[config.mk]
export PLATFORM = sky130hd
export DESIGN_NAME = psc_counter_bank_flat
export DESIGN_NICKNAME = d
export VERILOG_FILES = /design/src/hdl/psc_pkg.sv /design/src/hdl/psc_link_if.sv /design/src/hdl/psc_counter_bank.sv /design/src/flat_wrapper.sv
export SDC_FILE = /design/constraint.sdc
export NUM_CORES = 2
export LEC_CHECK = 0
export BUFFER_PORTS_ARGS = -buffer_cell sky130_fd_sc_hd__buf_2
export CELL_PAD_IN_SITES_DETAIL_PLACEMENT = 1
export CELL_PAD_IN_SITES_GLOBAL_PLACEMENT = 1
export CORE_ASPECT_RATIO = 0.9
export CORE_MARGIN = 1.5
export CORE_UTILIZATION = 46
export DETAILED_ROUTE_END_ITERATION = 10
export PLACE_DENSITY_LB_ADDON = 0.1
export SETUP_SLACK_MARGIN = 0.2
export SLEW_MARGIN = 30
export SYNTH_ARGS = -nofsm -noshare
export SYNTH_HDL_FRONTEND = slang
export SYNTH_SLANG_ARGS = --single-unit
[constraint.sdc]
create_clock -name sys_clk -period 78.7 [get_ports sys_clk]
set_clock_uncertainty 0.2 [all_clocks]
set_input_delay 3.935 -clock sys_clk [delete_from_list [all_inputs] [get_ports sys_clk]]
set_output_delay 3.935 -clock sys_clk [all_outputs]
set_load 0.05 [all_outputs]
[src/hdl/psc_pkg.sv]
// Purpose: Shared constants and types for the port statistics counter bank.
// Assumes: Five ports, byte-wide indirect register access.
// Notes:   Register numbers are kept as byte addresses of the indirect port.
`default_nettype none
package psc_pkg;
	// ----------------------------------------------------------------
	// Sizes
	// ----------------------------------------------------------------
	localparam int NUM_PORTS = 5;
	localparam int TX_KINDS = 7;
	localparam int DROP_COUNTERS = 10;
	localparam int COUNT_W = 30;
	localparam int DROP_W = 16;
	localparam int COUNTERS_PER_PORT = 34;
	localparam int BLOCK_ENTRIES = 32;

	// ----------------------------------------------------------------
	// Indirect registers (decimal 110, 111, 117 to 120)
	// ----------------------------------------------------------------
	localparam logic [7:0] REG_SELECT = 8'h6E;
	localparam logic [7:0] REG_ADDR_LO = 8'h6F;
	localparam logic [7:0] REG_DATA_B3 = 8'h75;
	localparam logic [7:0] REG_DATA_B2 = 8'h76;
	localparam logic [7:0] REG_DATA_B1 = 8'h77;
	localparam logic [7:0] REG_DATA_B0 = 8'h78;
	localparam logic [7:0] SEL_PORT_READ = 8'h1C;
	localparam logic [7:0] SEL_DROP_READ = 8'h1D;

	// ----------------------------------------------------------------
	// Counter address map
	// ----------------------------------------------------------------
	localparam int PORT_FIELD_LSB = 5;
	localparam logic [8:0] PORT_BASE_STRIDE = 9'h020;
	localparam logic [4:0] OFS_TX_GROUP = 5'h19;
	localparam logic [4:0] OFS_TX_ALL_COLLISION = 5'h1C;
	localparam int EV_ALL_COLLISION = 3;
	localparam logic [7:0] DROP_TX_FIRST = 8'h00;
	localparam logic [7:0] DROP_RX_FIRST = 8'h05;
	localparam logic [7:0] DROP_LAST = 8'h09;

	// ----------------------------------------------------------------
	// Word fields
	// ----------------------------------------------------------------
	localparam int OVF_BIT = 31;
	localparam int VALID_BIT = 30;
	localparam int VALID_BYTE_BIT = 6;
	localparam int ADDR_HIGH_BIT = 8;

	// ----------------------------------------------------------------
	// Host controller software registers
	// ----------------------------------------------------------------
	localparam logic [3:0] HREG_CMD = 4'h0;
	localparam logic [3:0] HREG_STATUS = 4'h1;
	localparam logic [3:0] HREG_RESULT = 4'h2;
	localparam logic [3:0] HREG_DROP_WRAP = 4'h3;
	localparam int ST_BUSY = 0;
	localparam int ST_DONE = 1;
	localparam int ST_OVF = 2;
	localparam int ST_RETRY = 3;

	// ----------------------------------------------------------------
	// State types
	// ----------------------------------------------------------------
	typedef struct packed {
		logic [NUM_PORTS-1:0][TX_KINDS-1:0][COUNT_W-1:0] count;
		logic [NUM_PORTS-1:0][TX_KINDS-1:0] ovf;
		logic [DROP_COUNTERS-1:0][DROP_W-1:0] drop;
		logic [7:0] select;
		logic [7:0] addr_lo;
		logic [31:0] snap;
		logic [7:0] rdata;
	} psc_dev_state_type;

	typedef enum logic [4:0] {
		H_IDLE = 5'h01,
		H_SEL = 5'h02,
		H_ADDR = 5'h04,
		H_RD = 5'h08,
		H_WAIT = 5'h10
	} psc_host_fsm_type;

	typedef struct packed {
		psc_host_fsm_type fsm;
		logic [7:0] bus_addr;
		logic [7:0] bus_wdata;
		logic bus_wr;
		logic bus_rd;
		logic [8:0] cnt_addr;
		logic [1:0] byte_idx;
		logic [31:0] result;
		logic done;
		logic retried;
		logic [DROP_COUNTERS-1:0][DROP_W-1:0] last_drop;
		logic [DROP_COUNTERS-1:0] wrap;
		logic [31:0] sw_rdata;
	} psc_host_state_type;
endpackage : psc_pkg
`default_nettype wire

[src/hdl/psc_link_if.sv]
// Purpose: Byte-wide indirect register link between host and counter bank.
// Assumes: Both ends on sys_clk; read data one cycle after the read strobe.
// Notes:   Strobes are single-cycle and never both high.
`default_nettype none
interface psc_link_if;
	logic [7:0] addr;
	logic [7:0] wdata;
	logic wr;
	logic rd;
	logic [7:0] rdata;
	modport device (input addr, input wdata, input wr, input rd, output rdata);
	modport host (output addr, output wdata, output wr, output rd, input rdata);
endinterface : psc_link_if
`default_nettype wire

[src/hdl/psc_counter_bank.sv]
// Purpose: Per-port transmit statistics counters and all-port drop counters.
// Assumes: Event inputs are one-cycle pulses from logic on sys_clk.
// Notes:   Only transmit offsets 0x19-0x1F are backed; lower offsets read zero.
`default_nettype none
module psc_counter_bank (
	input wire logic sys_clk,
	input wire logic rst,
	psc_link_if.device bus,
	input wire logic [psc_pkg::NUM_PORTS-1:0][psc_pkg::TX_KINDS-1:0] tx_event,
	input wire logic [psc_pkg::NUM_PORTS-1:0] half_duplex,
	input wire logic [psc_pkg::NUM_PORTS-1:0] tx_drop,
	input wire logic [psc_pkg::NUM_PORTS-1:0] rx_drop
);
	import psc_pkg::*;

	// ----------------------------------------------------------------
	// Access model
	// ----------------------------------------------------------------
	// The host never addresses a counter directly. It writes a select code,
	// then the low address byte; that second write is the fetch strobe. The
	// selected counter is copied into one 32-bit snapshot, and the four data
	// registers then hand the snapshot out a byte at a time.
	//
	// Counter address, nine bits:
	//   bit 8 = 0: per-port block, bits 7:5 port, bits 4:0 offset
	//   bit 8 = 1: drop counters, 0x00-0x04 transmit, 0x05-0x09 receive
	// Bit 8 travels in bit 0 of the select code, so the two select codes
	// double as the table choice.
	//
	// Only the transmit offsets 0x19-0x1F hold real counters here. The
	// receive and lower transmit entries live elsewhere; a fetch of one of
	// them returns a valid zero so the host sequence still completes.
	//
	// Limitation: there is one snapshot for all tables, so a second fetch
	// overwrites bytes the host has not yet read. The host must finish its
	// byte reads before it writes the address register again.
	//
	// Trade-off: collision pulses on a full-duplex port are dropped at the
	// input rather than counted and masked later, which keeps the counter
	// free of stale counts when the duplex mode changes.

	// ----------------------------------------------------------------
	// State and fetch decode
	// ----------------------------------------------------------------
	psc_dev_state_type s;
	psc_dev_state_type next_s;
	logic fetch;
	logic [8:0] fetch_addr;
	logic fetch_port;
	logic fetch_in_block;
	logic fetch_drop;
	logic [2:0] fetch_port_idx;
	logic [4:0] fetch_ofs;
	logic [4:0] fetch_kind_wide;
	logic [2:0] fetch_kind;
	logic [3:0] fetch_drop_idx;
	logic [COUNT_W:0] bumped;

	// Increment with carry out so the caller can raise overflow
	function automatic logic [COUNT_W:0] bump(input logic [COUNT_W-1:0] value);
		bump = {1'b0, value} + {{COUNT_W{1'b0}}, 1'b1};
	endfunction : bump

	// Event enable; collisions only count while the port is half duplex
	function automatic logic counts(input logic ev, input int kind, input logic half);
		counts = ev && ((kind != EV_ALL_COLLISION) || half);
	endfunction : counts

	// Drop counters wrap at 16 bits; the host judges wrap from successive reads
	function automatic logic [DROP_W-1:0] drop_next(input logic [DROP_W-1:0] value);
		drop_next = value + {{(DROP_W-1){1'b0}}, 1'b1};
	endfunction : drop_next

	// Decode the address-byte write that starts a fetch
	always_comb begin
		fetch = bus.wr && (bus.addr == REG_ADDR_LO);
		fetch_addr = {s.select[0], bus.wdata};
		fetch_port_idx = fetch_addr[7:PORT_FIELD_LSB];
		fetch_ofs = fetch_addr[PORT_FIELD_LSB-1:0];
		fetch_kind_wide = fetch_ofs - OFS_TX_GROUP;
		fetch_kind = fetch_kind_wide[2:0];
		fetch_drop_idx = fetch_addr[3:0];
		fetch_port = fetch && (s.select == SEL_PORT_READ) && !fetch_addr[ADDR_HIGH_BIT]
			&& (fetch_port_idx < 3'(NUM_PORTS));
		fetch_in_block = fetch_port && (fetch_ofs >= OFS_TX_GROUP);
		fetch_drop = fetch && (s.select == SEL_DROP_READ) && fetch_addr[ADDR_HIGH_BIT]
			&& (fetch_addr[7:0] <= DROP_LAST);
	end

	// ----------------------------------------------------------------
	// Next-state logic
	// ----------------------------------------------------------------
	// Snapshot is taken from the current counts, so an event landing in
	// the fetch cycle is kept in the cleared counter rather than lost.
	always_comb begin
		next_s = s;
		next_s.rdata = 8'h00;
		bumped = '0;

		// Control register writes
		if (bus.wr && (bus.addr == REG_SELECT)) begin
			next_s.select = bus.wdata;
		end
		if (bus.wr && (bus.addr == REG_ADDR_LO)) begin
			next_s.addr_lo = bus.wdata;
		end

		// Snapshot the selected counter into the data bytes
		if (fetch_in_block) begin
			next_s.snap = {s.ovf[fetch_port_idx][fetch_kind], 1'b1,
				s.count[fetch_port_idx][fetch_kind]};
		end else if (fetch_port) begin
			// Receive and lower transmit entries are not backed here
			next_s.snap = 32'h4000_0000;
		end else if (fetch_drop) begin
			next_s.snap = {16'h0000, s.drop[fetch_drop_idx]};
		end else if (fetch) begin
			// Refused address: valid flag low tells the host the word is unusable
			next_s.snap = 32'h0000_0000;
		end

		// Per-port transmit counters: clear on fetch, set wins over clear
		for (int p = 0; p < NUM_PORTS; p++) begin
			for (int k = 0; k < TX_KINDS; k++) begin
				if (fetch_in_block && (fetch_port_idx == 3'(p)) && (fetch_kind == 3'(k))) begin
					next_s.count[p][k] = '0;
					next_s.ovf[p][k] = 1'b0;
				end
				// Kinds 0-6 map to offsets 0x19-0x1F in order
				if (counts(tx_event[p][k], k, half_duplex[p])) begin
					bumped = bump(next_s.count[p][k]);
					next_s.count[p][k] = bumped[COUNT_W-1:0];
					if (bumped[COUNT_W]) begin
						next_s.ovf[p][k] = 1'b1;
					end
				end
			end
		end

		// Drop counters wrap silently and are never cleared by reads
		// A read leaves them running, so the host sees a free-running count
		for (int p = 0; p < NUM_PORTS; p++) begin
			if (tx_drop[p]) begin
				next_s.drop[p] = drop_next(s.drop[p]);
			end
			if (rx_drop[p]) begin
				next_s.drop[p + NUM_PORTS] = drop_next(s.drop[p + NUM_PORTS]);
			end
		end

		// Register read, data returned in the following cycle
		// Any read outside the known registers returns zero, so a stray read is harmless
		if (bus.rd) begin
			case (bus.addr)
				REG_SELECT: next_s.rdata = s.select;
				REG_ADDR_LO: next_s.rdata = s.addr_lo;
				REG_DATA_B3: next_s.rdata = s.snap[31:24];
				REG_DATA_B2: next_s.rdata = s.snap[23:16];
				REG_DATA_B1: next_s.rdata = s.snap[15:8];
				REG_DATA_B0: next_s.rdata = s.snap[7:0];
				default: next_s.rdata = 8'h00;
			endcase
		end
	end

	// ----------------------------------------------------------------
	// State register
	// ----------------------------------------------------------------
	// Everything clears at reset, including the snapshot valid flag
	always_ff @(posedge sys_clk or posedge rst) begin
		if (rst) begin
			s <= '0;
		end else begin
			s <= next_s;
		end
	end

	// Read data leaves straight from the register
	assign bus.rdata = s.rdata;

	// Address space per port: 32 block entries plus one transmit and one
	// receive drop counter gives the full per-port set.
	localparam int DROP_PER_PORT = COUNTERS_PER_PORT - BLOCK_ENTRIES;
	localparam logic [8:0] LAST_BLOCK_BASE = 9'(NUM_PORTS - 1) * PORT_BASE_STRIDE;
endmodule : psc_counter_bank
`default_nettype wire

[src/flat_wrapper.sv]
// flat-port wrapper written by rule: the top's interface ports become plain ports
module psc_counter_bank_flat import psc_pkg::*;
  (sys_clk, rst, tx_event, half_duplex, tx_drop, rx_drop, bus_addr, bus_wdata, bus_wr, bus_rd, bus_rdata);
  psc_link_if bus_i ();
  input wire logic sys_clk;
  input wire logic rst;
  input wire logic [psc_pkg::NUM_PORTS-1:0][psc_pkg::TX_KINDS-1:0] tx_event;
  input wire logic [psc_pkg::NUM_PORTS-1:0] half_duplex;
  input wire logic [psc_pkg::NUM_PORTS-1:0] tx_drop;
  input wire logic [psc_pkg::NUM_PORTS-1:0] rx_drop;
  input wire logic [$bits(bus_i.addr)-1:0] bus_addr;
  input wire logic [$bits(bus_i.wdata)-1:0] bus_wdata;
  input wire logic [$bits(bus_i.wr)-1:0] bus_wr;
  input wire logic [$bits(bus_i.rd)-1:0] bus_rd;
  output wire logic [$bits(bus_i.rdata)-1:0] bus_rdata;
  assign bus_i.addr = bus_addr;
  assign bus_i.wdata = bus_wdata;
  assign bus_i.wr = bus_wr;
  assign bus_i.rd = bus_rd;
  assign bus_rdata = bus_i.rdata;
  psc_counter_bank u_core (.sys_clk(sys_clk), .rst(rst), .bus(bus_i), .tx_event(tx_event), .half_duplex(half_duplex), .tx_drop(tx_drop), .rx_drop(rx_drop));
endmodule
Word-level counts from Yosys, hierarchy flattened

Index checks and enable logic that the tools add are counted.

Input bits: 70
Word-level logic and storage cells: 373
RAM bits: 0
Memories: 0
Memory bits (read-only): 0
Bits in registers: 1301
Latch bits: 0

Divide/modulo/power cells: 0
Order comparisons: 6
Multiplexer cells: 191
Equal/unequal tests: 18
Add/sub/neg operators: 46
Bitwise logic cells: 0
$mul: 0
Reduce and logical (&&, ||, !) cells: 58
Shift-type cells: 0

Operator list:

| kind                                                            | number |
|---|---|
| 2-to-1 mux 30 bit                                               | 71 |
| adder 30 x 1 -> 31 bit (second input constant)                  | 35 |
| binary-select mux 210 bit (select 3 bit)                        | 1 |
| 2-to-1 mux 210 bit                                              | 1 |
| adder 16 x 1 -> 16 bit (second input constant)                  | 10 |
| 2-to-1 mux 32 bit                                               | 4 |
| 2-to-1 mux 1 bit                                                | 106 |
| binary-select mux 30 bit (select 3 bit)                         | 1 |
| binary-select mux 16 bit (select 4 bit)                         | 1 |
| logical AND 1 bit                                               | 54 |
| == test 8 x 7 -> 1 bit (second input constant)                  | 6 |
| one-hot mux 8 bit (6 select lines)                              | 1 |
| binary-select mux 7 bit (select 3 bit)                          | 1 |
| == test 8 x 5 -> 1 bit (second input constant)                  | 2 |
| 2-to-1 mux 16 bit                                               | 1 |
| == test 3 x 2 -> 1 bit (second input constant)                  | 4 |
| == test 3 bit (second input constant)                           | 4 |
| less-or-equal comparator 8 x 4 -> 1 bit (second input constant) | 1 |
| < comparator 3 x 4 -> 1 bit (second input constant)             | 2 |
| 2-to-1 mux 8 bit                                                | 1 |
| 2-to-1 mux 7 bit                                                | 1 |
| == test 3 x 1 -> 1 bit (second input constant)                  | 2 |
| logical NOT 3 bit                                               | 2 |
| >= comparator 5 bit (second input constant)                     | 1 |
| other kinds (6)                                                 | 6 |

Longest topological paths before layout

Depth after elaboration: 12
Mapped depth: 19
Gate-level depth less buffers: 14

Least setup slack after synthesis

Ideal clock, no wire load.

Kind: input to register
Start point: input bus_wdata[1]
End point: register u_core.s[333] in the netlist's numbering
Required time: 78.379 ns
Cell stages on the path: 19
Slack: 70.245 ns
Data arrival time: 8.134 ns
Setup time: 0.121 ns
Path through: buf_2 buf_1 clkbuf_1 inv_1 ha_1 nor4_1 nor2_1 and3_1 buf_4 buf_2 nand4_1 and2_1 ha_1 and3_1 nand3_1 nor4_1 and2_1 xnor2_1 nor2_1

RTL lines:

| element              | RTL line                | source |
|---|---|---|
| start, declared      | flat_wrapper.sv:12      | `input wire logic [$bits(bus_i.wdata)-1:0] bus_wdata;` |
| end signal, assigned | psc_counter_bank.sv:174 | `s <= next_s;` |
| end, declared        | psc_counter_bank.sv:45  | `psc_dev_state_type s;` |

==> flow_summary.ini <==
[run_status]
status = finished clean

[synth]
synth_nets = 7581
synth.distinct_cells = 75
synth_compound_area_share_pct = 6.76
yosys_warnings = 0
ys.flop_type = dfrtp_1
synth-seq-area-share_pct = 45.2
synthSimpleGateAreaFrac_pct = 22.8
synth_async_sr_flop_share_pct = 100
syn_area_mm2 = 0.0720
synth_xor_area_share_pct = 13.6
synthCells = 7461
synth_top_family_by_area = simple AND/OR/NAND/NOR gates
synth_mux_area_share_pct = 8.24
synth.ff_latch_count = 1301
synth.avg_cell_area_um2 = 9.65
synth-edff-count = 0
synth_adder_area_share_pct = 0.869

[routing]
antenna_left = 0
first_iter_violations = 5258
vias = 59700
wl_um = 268000
avgRoutedWirePerCell_um = 27.7
via_per_inst = 6.17
drc = 0
first_pass_iters = 6

[placed_design]
place_congestion = 0.983
dp_slack_ns = 69.47
dp_hpwl_um = 194000
port_buffers = 77
placed_cells_incl_taps = 9389

[power]
leakage_uw = 0.0346
cellInternalPower_uw = 1300
power_density_mw_per_mm2 = 23.6
switching_share_pct = 31.2
p_seq_share_pct = 45.4
p_switching_uw = 588
clkPwrFrac_pct = 38.5
pwr-share-comb_pct = 16.1
ir_worst_vdd_v = 0.0000196

[cts]
cts_max_level = 4
clock_sinks = 1301
cts_buffers = 152
root_buffer = clkbuf_16
cts-hold-fix-buffers = 0
clock_latency_ns = 0.80
cts_resized = 0
clockBufferDepth = 3
post-cts-setup-buffers = 0
clk_pin_slew_ns = 0.06
cts_tree = done

[timing]
rsz0062_at_grt = no
slew_viol_final = 0
finalSetupViolCount = 0
final_hold_viol_count = 0
fin_tns_setup_ns = 0
fin_crit_sh_pct = 10.8
slew-limit-headroom_pct = 22.5
max_freq_ghz = 0.117
fin_crit_ns = 8.53
setup_slack_ns = 70.17
tightest_slew_ns = 1.15

[worst_setup_path]
critical_path.max_fanout = 47
crit_path_start_kind = primary input
cp.arrival_ns = 8.99
critPathCaptureType = flop
critical_path_class = primary input to flop
required_ns = 79.17

[global_routing]
grt_max_degree = 131
antenna_found_initial = 28
grtUsageTotal_pct = 33.9
grt_pass1_vias = 60700
grt_pass1_wl_um = 404000
gr-total-overflow = 0

[finish]
fin_cells = 9671
final_util_pct = 51.4
seqCellArea_mm2 = 0.0326
multi_input_area_mm2 = 0.0379
final_cell_mix = dfrtp_1, nor2_1, xor2_1
nNetsFinal = 7579
syn_to_final_growth_pct = 10.7
final_common_cell = dfrtp_1
nFillCells = 17400
drive_gt1_share_pct = 10.3

[floorplanning]
ios = 78
num_rows = 137
die_h_um = 378
die_x_um = 420
die-area_mm2 = 0.159
core_mm2 = 0.155
start_util_pct = 46.4

[worst_hold_path]
hold_path.class = flop to flop

[run]
cap_violations = 0
-- cells by family after synthesis --
kind of cell,count (synthesis)
mux,405
flops,1301
fa+ha+maj,50
simple gates,3420
buf+inv,433
xor+xnor,1122
compound gates,730
-- power groups by stage --
stage | sequential, µW | clock [µW] | combinational (µW)
6_report | 856 | 725 | 303
5_1_grt | 866 | 762 | 331
4_1_cts | 852 | 738 | 300
3_5_place_dp | 862 | 0 | 298
3_3_place_gp | 859 | 0 | 284
2_1_floorplan | 823 | 0 | 213
-- Yosys cell counts, types with 9 or more instances --
cell      instances  area share, %
buf_4            15           0.16
or2_2            18           0.16
a41oi_1          10           0.12
a22oi_1          75           0.78
a211oi_1         29           0.30
nor3_1          147            1.0
o221ai_1         24           0.29
xnor2_1         508            6.2
a21boi_0          9          0.094
buf_1            25           0.13
mux2i_1         142            2.0
ha_1             50           0.87
nor2_1         1285            6.7
nor2b_1          62           0.54
a21oi_1         177            1.2
a31oi_1          51           0.44
dfrtp_1        1301             45
and3b_1          11           0.13
o31ai_1          16           0.17
nand3_1         398            2.8
o22ai_1          34           0.30
o311ai_0          9           0.11
buf_2           116           0.81
clkbuf_1        186           0.97
a221oi_1         42           0.51
and2_1           88           0.76
inv_1            90           0.47
o211ai_1         20           0.21
o21ai_0         142           0.99
mux2_2          125            2.0
and3_1          207            1.8
nor2_2           23           0.20
xor2_1          614            7.5
nand4_1         313            2.7
nand2_1         603            3.1
or3_1            64           0.56
nor4_1           49           0.43
and4_1          107            1.3
a221o_1          16           0.22
mux4_2          138            4.3
-- metal layers --
layer  wire length [µm]  global-route usage (%)  vias to the layer above
met2             121000                    52.0                     1852
met4              14000                    16.2                       24
li1                   -                       -                    26200
met1             113000                    45.3                    31000
met3              19500                    7.77                      574
met5                161                       0                        -
-- through the flow --
step                hold WS, ns  power, µW  instance area, µm²
floorplan                 0.237       1040               72000
global placement          0.250       1140               74600
detailed placement        0.256       1160               74700
CTS                       0.271       1890               79700
global route              0.284       1960               79700
finish                    0.266       1880               79700
-- layout make-up --
cell class              count  area share, %
well taps                2085           3.27
clock inverters            39          0.585
diodes                     11         0.0345
flip-flops and latches   1301           40.8
repair buffers            186           1.66
multi-input cells        5727           47.5
inverters                  91          0.439
clock buffers             231           5.70
-- critical path, cell delays in order --
cell,delay [ns]
buf_6,0.39
inv_2,0.39
ha_1,0.43
xnor2_2,0.56
buf_4,0.67
nand2_1,0.57
or3_1,0.54
and2_1,0.20
ha_1,0.24
nand3_1,0.12
nor3_1,0.14
and3_1,0.29
and4_1,0.24
a21oi_1,0.14
nor2_1,0.06
-- state kept, by name, summed over array words and instances (netlist names) --
register,count
u_core.bus.rdata,8
u_core.fetch_addr,1
u_core.s,1292
-- final timing paths --
check                               from             to  slack (ns)  cells after the start
min in group asynchronous            rst  u_core.s[665]        3.07                      2
max in group asynchronous            rst  u_core.s[906]       71.56                      6
setup / recovery            bus_wdata[0]  u_core.s[238]       70.17                     15
hold / removal             u_core.s[103]  u_core.s[103]        0.27                      1
setup reg to reg            u_core.s[53]  u_core.s[397]       74.14                     12
hold reg to reg            u_core.s[103]  u_core.s[103]        0.27                      1
Note: power is estimated with default switching activity, not from simulation.
